<file path="src/core/psf_pkg.sv">
// Constants, field positions and types for the port power status flags.
// Assumes one 10 MHz clock and a synchronous active-low reset.
// Notes on behaviour
// - Misc bit 5 mirrors interrupt line drive
// - Misc bit 4 mirrors attach-detect line drive
// - Misc bit 3 follows charge current threshold
// - Charge and emulation flags may cycle freely
// - Misc bit 2: active state and emulating
// - Pair index: 00 none, 01, 10, 11
// - Two-pair profiles never report pair three
// - Attach mirror may toggle on bypass overload
// - Fault latch sets on entering error state
// - Writing latch zero rechecks all fault conditions
// - Error state held while fault bits set, except on host latch zero or power disable
// - Auto-recovery or power disable clears latch
// - Interrupt line independent of fault latch
// - Bit 6 discharge failure, interrupt, error
// - Fault flags read-clear once removed, latch-clear
// - Bit 5 power-up flag, silent, read-cleared
// - Bit 3 thermal shutdown, interrupt, error
// - Bit 2 supply overvoltage, interrupt, error
// - Bit 1 back voltage, interrupt, error
// - Bit 0 overcurrent, interrupt, error
`default_nettype none

package psf_pkg;
    // Register offsets on the management port
    localparam logic [7:0] MISC_OFS = 8'h0f;
    localparam logic [7:0] FAULT_OFS = 8'h10;
    localparam logic [7:0] EVENT_OFS = 8'h11;
    localparam logic [7:0] PROF_A_OFS = 8'h12;
    localparam logic [7:0] PROF_B_OFS = 8'h13;
    localparam logic [7:0] PIN_OFS = 8'h14;
    // Reset values; the power-up flag starts set
    localparam logic [7:0] MISC_RST = 8'h00;
    localparam logic [7:0] FAULT_RST = 8'h20;
    localparam logic [7:0] RDATA_RST = 8'h00;
    // Misc status field positions
    localparam int MISC_ALERT_BIT = 5;
    localparam int MISC_ATTACH_BIT = 4;
    localparam int MISC_CHG_BIT = 3;
    localparam int MISC_EMU_BIT = 2;
    // Fault status field positions
    localparam int FAULT_LATCH_BIT = 7;
    localparam int FAULT_DISCH_BIT = 6;
    localparam int FAULT_POR_BIT = 5;
    localparam int FAULT_VLOW_BIT = 4;
    localparam int FAULT_TSD_BIT = 3;
    localparam int FAULT_SOV_BIT = 2;
    localparam int FAULT_BACK_BIT = 1;
    localparam int FAULT_OCUR_BIT = 0;
    // Bits that carry a live fault condition
    localparam logic [7:0] COND_MASK = 8'h5f;
    // Pair index codes
    localparam logic [1:0] PAIR_NONE = 2'h0;
    localparam logic [1:0] PAIR_THREE = 2'h3;

    // Inputs from outside the clock domain, after two flops
    typedef struct packed {
        logic disch;     // Bus discharge failed
        logic vbus_low;  // Bus below minimum
        logic thermal;   // Die over shutdown threshold
        logic supply_ov; // Source supply over threshold
        logic back_v;    // Bus above a supply by margin
        logic overcur;   // Current over limit and region two
        logic chg;       // Current over charge activity threshold
        logic emu;       // Emulation profile being applied
        logic [1:0] pair; // Pair being applied
        logic two_pair;  // Applied profile uses two pairs only
        logic ppe;       // Port power enable
        logic auto_rec;  // Auto-recovery fault handling
        logic attach;    // Attach detection wants the line low
    } psf_in_t;

    localparam int SYNC_W = $bits(psf_in_t);

    // Device state as seen by the fault logic
    typedef enum logic {PSF_ACTIVE, PSF_ERROR} psf_state_t;
endpackage : psf_pkg

`default_nettype wire

</file>
<file path="src/core/psf_sync_if.sv">
// Carrier between the status top and its input synchroniser.
// Assumes both ends run on the same clock.
`default_nettype none

interface psf_sync_if;
    logic [psf_pkg::SYNC_W-1:0] raw;  // Asynchronous levels
    logic [psf_pkg::SYNC_W-1:0] sync; // Levels after two flops
    modport src (output raw, input sync);
    modport sink (input raw, output sync);
endinterface : psf_sync_if

`default_nettype wire

</file>
<file path="src/core/psf_sync.sv">
// Two-flop synchroniser for every asynchronous status input.
// Assumes inputs are slow levels; no event shorter than two clocks.
`default_nettype none

module psf_sync (
    input wire logic clock_i,
    input wire logic rst_b_i,
    psf_sync_if.sink sif
);
    // First stage only feeds the second, never any logic
    logic [psf_pkg::SYNC_W-1:0] meta_ff;
    logic [psf_pkg::SYNC_W-1:0] sync_ff;

    genvar gi;
    generate
        for (gi = 0; gi < psf_pkg::SYNC_W; gi++) begin : g_bit
            // One chain per bit keeps the stages side by side
            always_ff @(posedge clock_i) begin
                if (!rst_b_i) begin
                    meta_ff[gi] <= 1'b0;
                    sync_ff[gi] <= 1'b0;
                end else begin
                    meta_ff[gi] <= sif.raw[gi];
                    sync_ff[gi] <= meta_ff[gi];
                end
            end
        end
    endgenerate

    assign sif.sync = sync_ff;
endmodule : psf_sync

`default_nettype wire

</file>
<file path="src/core/psf_status.sv">
// Status flags of the port power controller: misc and fault registers.
// Assumes the serial slave delivers one-cycle decoded read and write
// strobes on clock_i; analog condition inputs are asynchronous levels.
`default_nettype none

module psf_status (
    input wire logic clock_i,
    input wire logic rst_b_i,
    // Decoded management port access, same clock domain
    input wire logic reg_rd_i,        // Completed read of reg_addr_i
    input wire logic reg_wr_i,        // Completed write
    input wire logic [7:0] reg_addr_i,
    input wire logic [7:0] reg_wdata_i,
    output logic [7:0] reg_rdata_o,   // Valid the cycle after reg_rd_i
    // Asynchronous condition inputs
    input wire logic discharge_fail_i,
    input wire logic vbus_low_i,
    input wire logic thermal_shutdown_i,
    input wire logic supply_overvoltage_i,
    input wire logic back_voltage_i,
    input wire logic overcurrent_i,
    input wire logic charge_activity_i,
    input wire logic emulation_running_i,
    input wire logic [1:0] pair_index_i,
    input wire logic two_pair_profile_i,
    input wire logic port_power_enable_i,
    input wire logic auto_recovery_i,
    input wire logic attach_request_i,
    // Open-drain lines: enable high pulls the line low
    output logic interrupt_line_oe_o,
    output logic attach_detect_line_oe_o,
    output logic error_state_o
);
    // Synchronised view of every pin input
    psf_sync_if sif ();
    psf_pkg::psf_in_t s;

    psf_sync u_sync (
        .clock_i(clock_i),
        .rst_b_i(rst_b_i),
        .sif(sif.sink)
    );

    assign sif.raw = {discharge_fail_i, vbus_low_i, thermal_shutdown_i,
                      supply_overvoltage_i, back_voltage_i, overcurrent_i,
                      charge_activity_i, emulation_running_i, pair_index_i,
                      two_pair_profile_i, port_power_enable_i,
                      auto_recovery_i, attach_request_i};
    assign s = sif.sync;

    // Address match, used by read and write decode alike
    function automatic logic hit(input logic [7:0] a,
                                 input logic [7:0] ofs);
        hit = (a == ofs);
    endfunction : hit

    // State
    psf_pkg::psf_state_t state_ff, nxt_state;
    logic [7:0] fault_ff, nxt_fault;     // Fault status register
    logic alert_ff, nxt_alert;           // Interrupt line drive
    logic attach_ff, nxt_attach;         // Attach line drive
    logic ppe_prev_ff, nxt_ppe_prev;     // Last port power enable
    logic [7:0] rdata_ff, nxt_rdata;     // Read data holding register

    // Decoded events
    logic [7:0] cond8;       // Live conditions placed at fault bits
    logic any_cond;
    logic rd_fault;
    logic wr_err0;
    logic ppe_fall;
    logic clear_latch;
    logic [1:0] pair_rep;
    logic [7:0] misc_val;

    // Conditions lined up with their flag positions
    always_comb begin
        cond8 = 8'h00;
        cond8[psf_pkg::FAULT_DISCH_BIT] = s.disch;
        cond8[psf_pkg::FAULT_VLOW_BIT] = s.vbus_low;
        cond8[psf_pkg::FAULT_TSD_BIT] = s.thermal;
        cond8[psf_pkg::FAULT_SOV_BIT] = s.supply_ov;
        cond8[psf_pkg::FAULT_BACK_BIT] = s.back_v;
        cond8[psf_pkg::FAULT_OCUR_BIT] = s.overcur;
        any_cond = |cond8;
    end

    // Access decode; reads, latch-zero writes, power disable and auto-recovery may clear
    always_comb begin
        rd_fault = reg_rd_i && hit(reg_addr_i, psf_pkg::FAULT_OFS);
        // Only a zero in the latch bit acts; other writes vanish
        wr_err0 = reg_wr_i && hit(reg_addr_i, psf_pkg::FAULT_OFS)
                  && !reg_wdata_i[psf_pkg::FAULT_LATCH_BIT];
        ppe_fall = ppe_prev_ff && !s.ppe;
        // Latch release: power off, host zero with all clear, or auto
        clear_latch = !s.ppe
            || (wr_err0 && !any_cond)
            || (s.auto_rec && !any_cond
                && ((fault_ff & psf_pkg::COND_MASK) == 8'h00));
    end

    // Fault register next value; sets are applied last so they win
    always_comb begin
        nxt_fault = fault_ff;
        if (rd_fault) begin
            // Drop only flags whose condition has gone
            nxt_fault = nxt_fault & ~(psf_pkg::COND_MASK & ~cond8);
            nxt_fault[psf_pkg::FAULT_POR_BIT] = 1'b0;
        end
        if (ppe_fall) begin
            nxt_fault[psf_pkg::FAULT_POR_BIT] = 1'b0;
        end
        if (clear_latch) begin
            // Latch clear takes every condition flag with it
            nxt_fault = nxt_fault & ~psf_pkg::COND_MASK;
            nxt_fault[psf_pkg::FAULT_LATCH_BIT] = 1'b0;
        end
        // A present condition re-sets its flag and the latch
        nxt_fault = nxt_fault | cond8;
        if (any_cond) begin
            nxt_fault[psf_pkg::FAULT_LATCH_BIT] = 1'b1;
        end
        // Error state follows the latch alone, not the other flags
        if (nxt_fault[psf_pkg::FAULT_LATCH_BIT]) begin
            nxt_state = psf_pkg::PSF_ERROR;
        end else begin
            nxt_state = psf_pkg::PSF_ACTIVE;
        end
        // Interrupt line from condition flags only, never the
        // power-up flag nor the latch itself
        nxt_alert = |(nxt_fault & psf_pkg::COND_MASK);
        nxt_attach = s.attach;  // Overload may make this toggle
        nxt_ppe_prev = s.ppe;
    end

    // Misc status view and read data
    always_comb begin
        // Two-pair profiles cannot show pair three
        pair_rep = (s.two_pair && s.pair == psf_pkg::PAIR_THREE) ?
                   psf_pkg::PAIR_NONE : s.pair;
        misc_val = psf_pkg::MISC_RST;
        misc_val[psf_pkg::MISC_ALERT_BIT] = alert_ff;
        misc_val[psf_pkg::MISC_ATTACH_BIT] = attach_ff;
        // Raw level: may cycle during emulation cycling
        misc_val[psf_pkg::MISC_CHG_BIT] = s.chg;
        misc_val[psf_pkg::MISC_EMU_BIT] = s.emu
            && (state_ff == psf_pkg::PSF_ACTIVE);
        misc_val[1:0] = pair_rep;
        nxt_rdata = rdata_ff;
        if (reg_rd_i) begin
            // Unmapped and out-of-scope registers read zero
            if (hit(reg_addr_i, psf_pkg::MISC_OFS)) begin
                nxt_rdata = misc_val;
            end else if (hit(reg_addr_i, psf_pkg::FAULT_OFS)) begin
                nxt_rdata = fault_ff;
            end else begin
                nxt_rdata = psf_pkg::RDATA_RST;
            end
        end
    end

    // Registers
    always_ff @(posedge clock_i) begin
        if (!rst_b_i) begin
            state_ff <= psf_pkg::PSF_ACTIVE;
            fault_ff <= psf_pkg::FAULT_RST;
            alert_ff <= 1'b0;
            attach_ff <= 1'b0;
            ppe_prev_ff <= 1'b0;
            rdata_ff <= psf_pkg::RDATA_RST;
        end else begin
            state_ff <= nxt_state;
            fault_ff <= nxt_fault;
            alert_ff <= nxt_alert;
            attach_ff <= nxt_attach;
            ppe_prev_ff <= nxt_ppe_prev;
            rdata_ff <= nxt_rdata;
        end
    end

    assign reg_rdata_o = rdata_ff;
    assign interrupt_line_oe_o = alert_ff;
    assign attach_detect_line_oe_o = attach_ff;
    assign error_state_o = (state_ff == psf_pkg::PSF_ERROR);

    logic rd_misc;
    assign rd_misc = reg_rd_i && hit(reg_addr_i, psf_pkg::MISC_OFS);
endmodule : psf_status

`default_nettype wire

</file>
<file path="config.mk">
export PLATFORM = sky130hd
export DESIGN_NAME = psf_status
export DESIGN_NICKNAME = d
export VERILOG_FILES = /design/src/core/psf_pkg.sv /design/src/core/psf_sync_if.sv /design/src/core/psf_sync.sv /design/src/core/psf_status.sv
export SDC_FILE = /design/constraint.sdc
export NUM_CORES = 1
export LEC_CHECK = 0
export ABC_AREA = 1
export ABC_CLOCK_PERIOD_IN_PS = 3300
export BUFFER_PORTS_ARGS = -buffer_cell sky130_fd_sc_hd__buf_2
export CAP_MARGIN = 20
export CORE_UTILIZATION = 55
export CTS_BUF_LIST = sky130_fd_sc_hd__clkbuf_8
export CTS_CLUSTER_SIZE = 25
export DETAILED_ROUTE_END_ITERATION = 16
export GPL_ROUTABILITY_DRIVEN = 0
export PLACE_DENSITY = 0.85
export SYNTH_ARGS = -nofsm -noshare
export SYNTH_HDL_FRONTEND = slang
export SYNTH_SLANG_ARGS = --single-unit
</file>
<file path="constraint.sdc">
create_clock -name clock_i -period 3.3 [get_ports clock_i]
set_input_delay 0.33 -clock clock_i [delete_from_list [all_inputs] [get_ports clock_i]]
set_output_delay 0.33 -clock clock_i [all_outputs]
set_load 0.02 [all_outputs]
</file>
Yosys cells after proc, flatten, opt, wreduce, memory -nomap -nowiden
Index checks and enable logic that the tools add are counted.
Cells by class
  equal/unequal tests: 3
  mux-type cells: 8
  bitwise operators: 5
  reduce and logical (&&, ||, !) cells: 17
Operator list (number)
  8-bit two-way mux: 4
  6-bit OR reduction: 2
  1-bit logical AND: 9
  8-bit bitwise AND: 1
  8-bit by 4-bit == test with 1-bit output (second input constant): 1
  8-bit by 5-bit == test with 1-bit output (second input constant): 1
  8-bit logical NOT: 1
  7-bit inverter with 8-bit output: 1
  8-bit by 7-bit OR with 8-bit output: 1
  7-bit inverter: 1
  1-bit logical NOT: 3
  1-bit two-way mux: 3
  2-bit == test (second input constant): 1
  1-bit logical OR: 2
  2-bit two-way mux: 1
  1-bit inverter: 1
Storage, ports and cells
  register bits after elaboration: 48
  input port bits: 34
  output and inout bits: 11

Longest topological paths before layout
  word-level depth: 10
  gate-level depth with buffers: 12
  mapped depth without buffers: 12

Cells and area by module
From an unflattened synthesis, not the netlist that was laid out.
Second synthesis, totals
  cell total of the unflattened synthesis: 227
  area total of the unflattened synthesis: 1736.7 um^2
Modules (own cells, without submodules)
  psf_status: times used 1, cells an instance 140, area an instance 932.1 um^2, sequential area each 380.4 um^2
  psf_sync: times used 1, cells an instance 87, area an instance 804.5 um^2, sequential area each 560.5 um^2

Least setup slack after synthesis
OpenSTA, ideal clock, no wires.
  path type: input to register
  start point: in reg_addr_i[0]
  end point: reg alert_ff, in the netlist interrupt_line_oe_o
  setup time: 0.109 ns
  arrival: 1.191 ns
  data required time: 3.191 ns
  path slack: 2.000 ns
  stages: 11
  cells stage by stage: nor2_1 -> nand2_1 -> nor2_8 -> nand2_4 -> nand2_1 -> nand3b_1 -> nand2_1 -> nor2_1 -> nand3_1 -> nand2_1 -> inv_1
Between the ends
  longest elaborated chain between the ends: 9
RTL lines
  start: declaration: RTL line psf_status.sv:12  | input wire logic [7:0] reg_addr_i,
  8-bit by 5-bit == test with 1-bit output *: RTL line psf_status.sv:54  | hit = (a == ofs);
  1-bit logical AND: RTL line psf_status.sv:91  | wr_err0 = reg_wr_i && hit(reg_addr_i, psf_pkg::FAULT_OFS)
  1-bit logical AND: RTL line psf_status.sv:92  | && !reg_wdata_i[psf_pkg::FAULT_LATCH_BIT];
  1-bit logical AND: RTL line psf_status.sv:96  | || (wr_err0 && !any_cond)
  1-bit logical OR: RTL line psf_status.sv:96
  1-bit logical OR: RTL line psf_status.sv:97  | || (s.auto_rec && !any_cond
  8-bit two-way mux *: RTL line psf_status.sv:112  | if (clear_latch) begin
  8-bit by 7-bit OR with 8-bit output *: RTL line psf_status.sv:118  | nxt_fault = nxt_fault | cond8;
  6-bit OR reduction *: RTL line psf_status.sv:130  | nxt_alert = |(nxt_fault & psf_pkg::COND_MASK);
  end signal: assignment: RTL line psf_status.sv:173  | alert_ff <= nxt_alert;
  end: declaration: RTL line psf_status.sv:60  | logic alert_ff, nxt_alert;
Every way passes the cells marked *; elsewhere a longest branch is shown, timed or not.
A chain may end at the register's enable or synchronous reset.

Worst setup path after layout
  start point: reg u_sync.sync_ff (netlist bit u_sync.sif.sync[9])
  end point: reg alert_ff, in the netlist interrupt_line_oe_o
Between the ends
  longest elaborated chain between the ends: 8
RTL lines
  start: declaration: RTL line psf_sync.sv:12  | logic [psf_pkg::SYNC_W-1:0] sync_ff;
  start signal: indexed assignment: RTL line psf_sync.sv:24  | sync_ff[gi] <= meta_ff[gi];
  6-bit OR reduction: RTL line psf_status.sv:84  | any_cond = |cond8;
  1-bit logical NOT: RTL line psf_status.sv:96, psf_status.sv:97
  1-bit logical AND, on equally long branches: RTL line psf_status.sv:96, psf_status.sv:97
  1-bit logical OR / 1-bit logical AND (equally long branches): RTL line psf_status.sv:96, psf_status.sv:98
  1-bit logical OR: RTL line psf_status.sv:97
  8-bit two-way mux: RTL line psf_status.sv:112
  8-bit by 7-bit OR with 8-bit output *: RTL line psf_status.sv:118
  6-bit OR reduction *: RTL line psf_status.sv:130
Marks and branches as above.

==> flow_summary.yaml <==
clock_network:
  holdBufCountCts: 0
  ctsResizeCount: 0
  htreeDepth: 2
  cts_buffers: 5
  clk_pin_slew_ps: 90
  clock-sinks: 47
  cts_setup_buffers: 0
  cts_tree: "done"
  clock_latency_ps: 310
  clock-root-buffer: "clkbuf_8"
  cts_buffer_depth: 2
critical_path:
  crit_start: "u_sync.sif.sync[9]$_SDFF_PN0_"
  worstSetupPathType: "flop to flop"
  r2r-start: "u_sync.sif.sync[9]$_SDFF_PN0_"
  cp-start-kind: "flop"
  crit_path_end: "interrupt_line_oe_o$_SDFF_PN0_"
  arrival_ps: 1610
  cp.required_ps: 3510
  crit_path_end_kind: "flop"
  r2r_slack_ps: 1900
  r2r_cells: 10
  cp_max_fo: 7
  r2r-end: "interrupt_line_oe_o$_SDFF_PN0_"
power_and_ir_drop:
  total_power_mw: 1.029
  power.density_nw_per_um2: 501.8
  p_leak_nw: 1.200
  peakVddDrop_mv: 0.3030
floorplan:
  core-area_sq_um: 3028
  start_util: 0.5781
  die_w_um: 58.42
  ios: 45
  die-area_sq_um: 3412
  num_rows: 20
  die_y_um: 58.42
placement:
  dp_hpwl_um: 2111
  dp_cells: 306
  numPortBuffers: 37
  placed_area_sq_um: 1959
layout:
  layout.nets: 303
  fillers: 248
  syn2layout_area_growth_pct: 17.16
  n_antenna_cell: 0
  instances_no_fill: 314
  drive_gt1_frac: 0.1852
  design_area_sq_um: 2051
global_route:
  overflow: 0
  antenna_found_initial: 0
  grt_pass1_vias: 1228
  grt_use_total: 0.1931
  grt_max_degree: 37
  grt_pass1_wl_um: 4830
routing:
  drtIter0Drc: 54
  antenna_left: 0
  drc: 0
  post_drt_wl_per_cell_um: 9.522
  drt_first_pass_iters: 4
  routed_wirelength_um: 2990
  vias: 1431
  via_per_inst: 4.557
sta:
  period_share: 0.4255
  rsz0062_at_grt: "no"
  hold_violations: 0
  final.setup_skew_ps: 3.664
  fmax_mhz: 712.2
  setup_tns_ps: 0
  slew_violations: 0
  finalSetupViolations: 0
  worst_slew_margin_rel: 0.6207
  worst_slew_pin_slew_ps: 569.0
  min_period_ps: 1404
yosys:
  ys_ff_latch: 47
  syn_inst: 232
  yosysWarnings: 0
  yosys.cell_types.count: 21
  syn_avg_cell_area_sq_um: 7.545
  synth_nets: 266
  yosys_most_used_dff: "dfxtp_1"
  async_reset_ff_frac: 0
  synth-edff-count: 0
  ys_seq_area_frac: 0.5375
  synthesis.area_sq_um: 1750
job:
  maxCapViolations: 0
worst_hold_path:
  hold_class: "input port to flop"
outcome:
  outcome: "finished, final reports clean"
Yosys cell counts (2+ instances only):
library cell  count  area (sq um)
nand2_1          64         240.2
inv_1            53         198.9
dfxtp_1          47         940.9
nor2_1           14         52.55
nand3_1          12         60.06
a21oi_1          10         50.05
a31oi_1           5         31.28
clkbuf_1          5         18.77
o21ai_0           4         20.02
a21boi_1          3         22.52
nand4_1           3         18.77
nand2_2           2         12.51
nand3b_1          2         15.01
worst max-delay path, cell delays in order, from the launching register on:
cell and delay, ps:
dfxtp_1 310, inv_1 90, nand4_1 100, nor2_1 180, nand2_2 140, nand3b_1 150
nand2_1 70, nor2_1 80, nand3_1 80, nand2_1 60, inv_1 50
worst min-delay path by stage:
stage,start,cells past startpoint,end
after detailed placement,u_sync.meta_ff[9]$_SDFF_PN0_,2,u_sync.sif.sync[9]$_SDFF_PN0_
after CTS,back_voltage_i,3,u_sync.meta_ff[9]$_SDFF_PN0_
after floorplan,u_sync.sif.sync[0]$_SDFF_PN0_,2,attach_detect_line_oe_o$_SDFF_PN0_
after global routing,port_power_enable_i,3,u_sync.meta_ff[2]$_SDFF_PN0_
after global placement,u_sync.meta_ff[12]$_SDFF_PN0_,2,u_sync.sif.sync[12]$_SDFF_PN0_
final,back_voltage_i,3,u_sync.meta_ff[9]$_SDFF_PN0_
per-stage QoR:
stage | utilization | hold WS, ps | setup WS (ps)
final | 0.6773 | 196.8 | 1896
after global routing | 0.6773 | 190.3 | 1807
after CTS | 0.6773 | 190.3 | 1913
after detailed placement | 0.6471 | 396.5 | 1729
after global placement | 0.6471 | 392.8 | 1769
after floorplan | - | 390.5 | 2000
layout by cell type, fill, tap and decap left out, types with 3 or more instances in the layout:
master	instances
a21boi_1	3
a21oi_1	10
a31oi_1	5
buf_2	37
clkbuf_8	5
dfxtp_1	47
inv_1	53
nand2_1	64
nand3_1	12
nand4_1	3
nor2_1	14
o21ai_0	4
final cells by class:
class	count	area [sq um]	area share
clock inverters	3	22.52	0.01098
well taps	44	55.05	0.02685
clock buffers	5	68.82	0.03356
multi-input cells	125	579.3	0.2825
inverters	53	198.9	0.09701
repair buffers	37	185.2	0.09030
flip-flops and latches	47	940.9	0.4588
sequential cells by signal, summed over array words and instances, names as in the netlist:
signal,flops
attach_detect_line_oe_o,1
fault_ff,8
interrupt_line_oe_o,1
ppe_prev_ff,1
reg_rdata_o,8
u_sync.meta_ff,14
u_sync.sif.sync,14
logic make-up after synthesis:
logic type / count (synthesis) / synth area share
AOI/OAI and AO/OA: 23 / 0.07506
buffers and inverters: 60 / 0.1315
DFF: 47 / 0.5375
and+or+nand+nor: 102 / 0.2559
where the power goes:
group	switching [mW]	internal [mW]
Combinational	0.0468	0.0305
Sequential	0.0103	0.590
Clock	0.200	0.152
layer usage:
| layer | vias to the layer above | routed length [um] | global-route usage |
|---|---|---|---|
| met5 | - | 0 | 0 |
| met1 | 612 | 1325 | 0.1980 |
| met3 | 6 | 197 | 0.06813 |
| met4 | 0 | 48 | 0.1020 |
| met2 | 47 | 1419 | 0.3448 |
| li1 | 766 | - | - |
No activity file was read; power rests on OpenSTA's default activity.
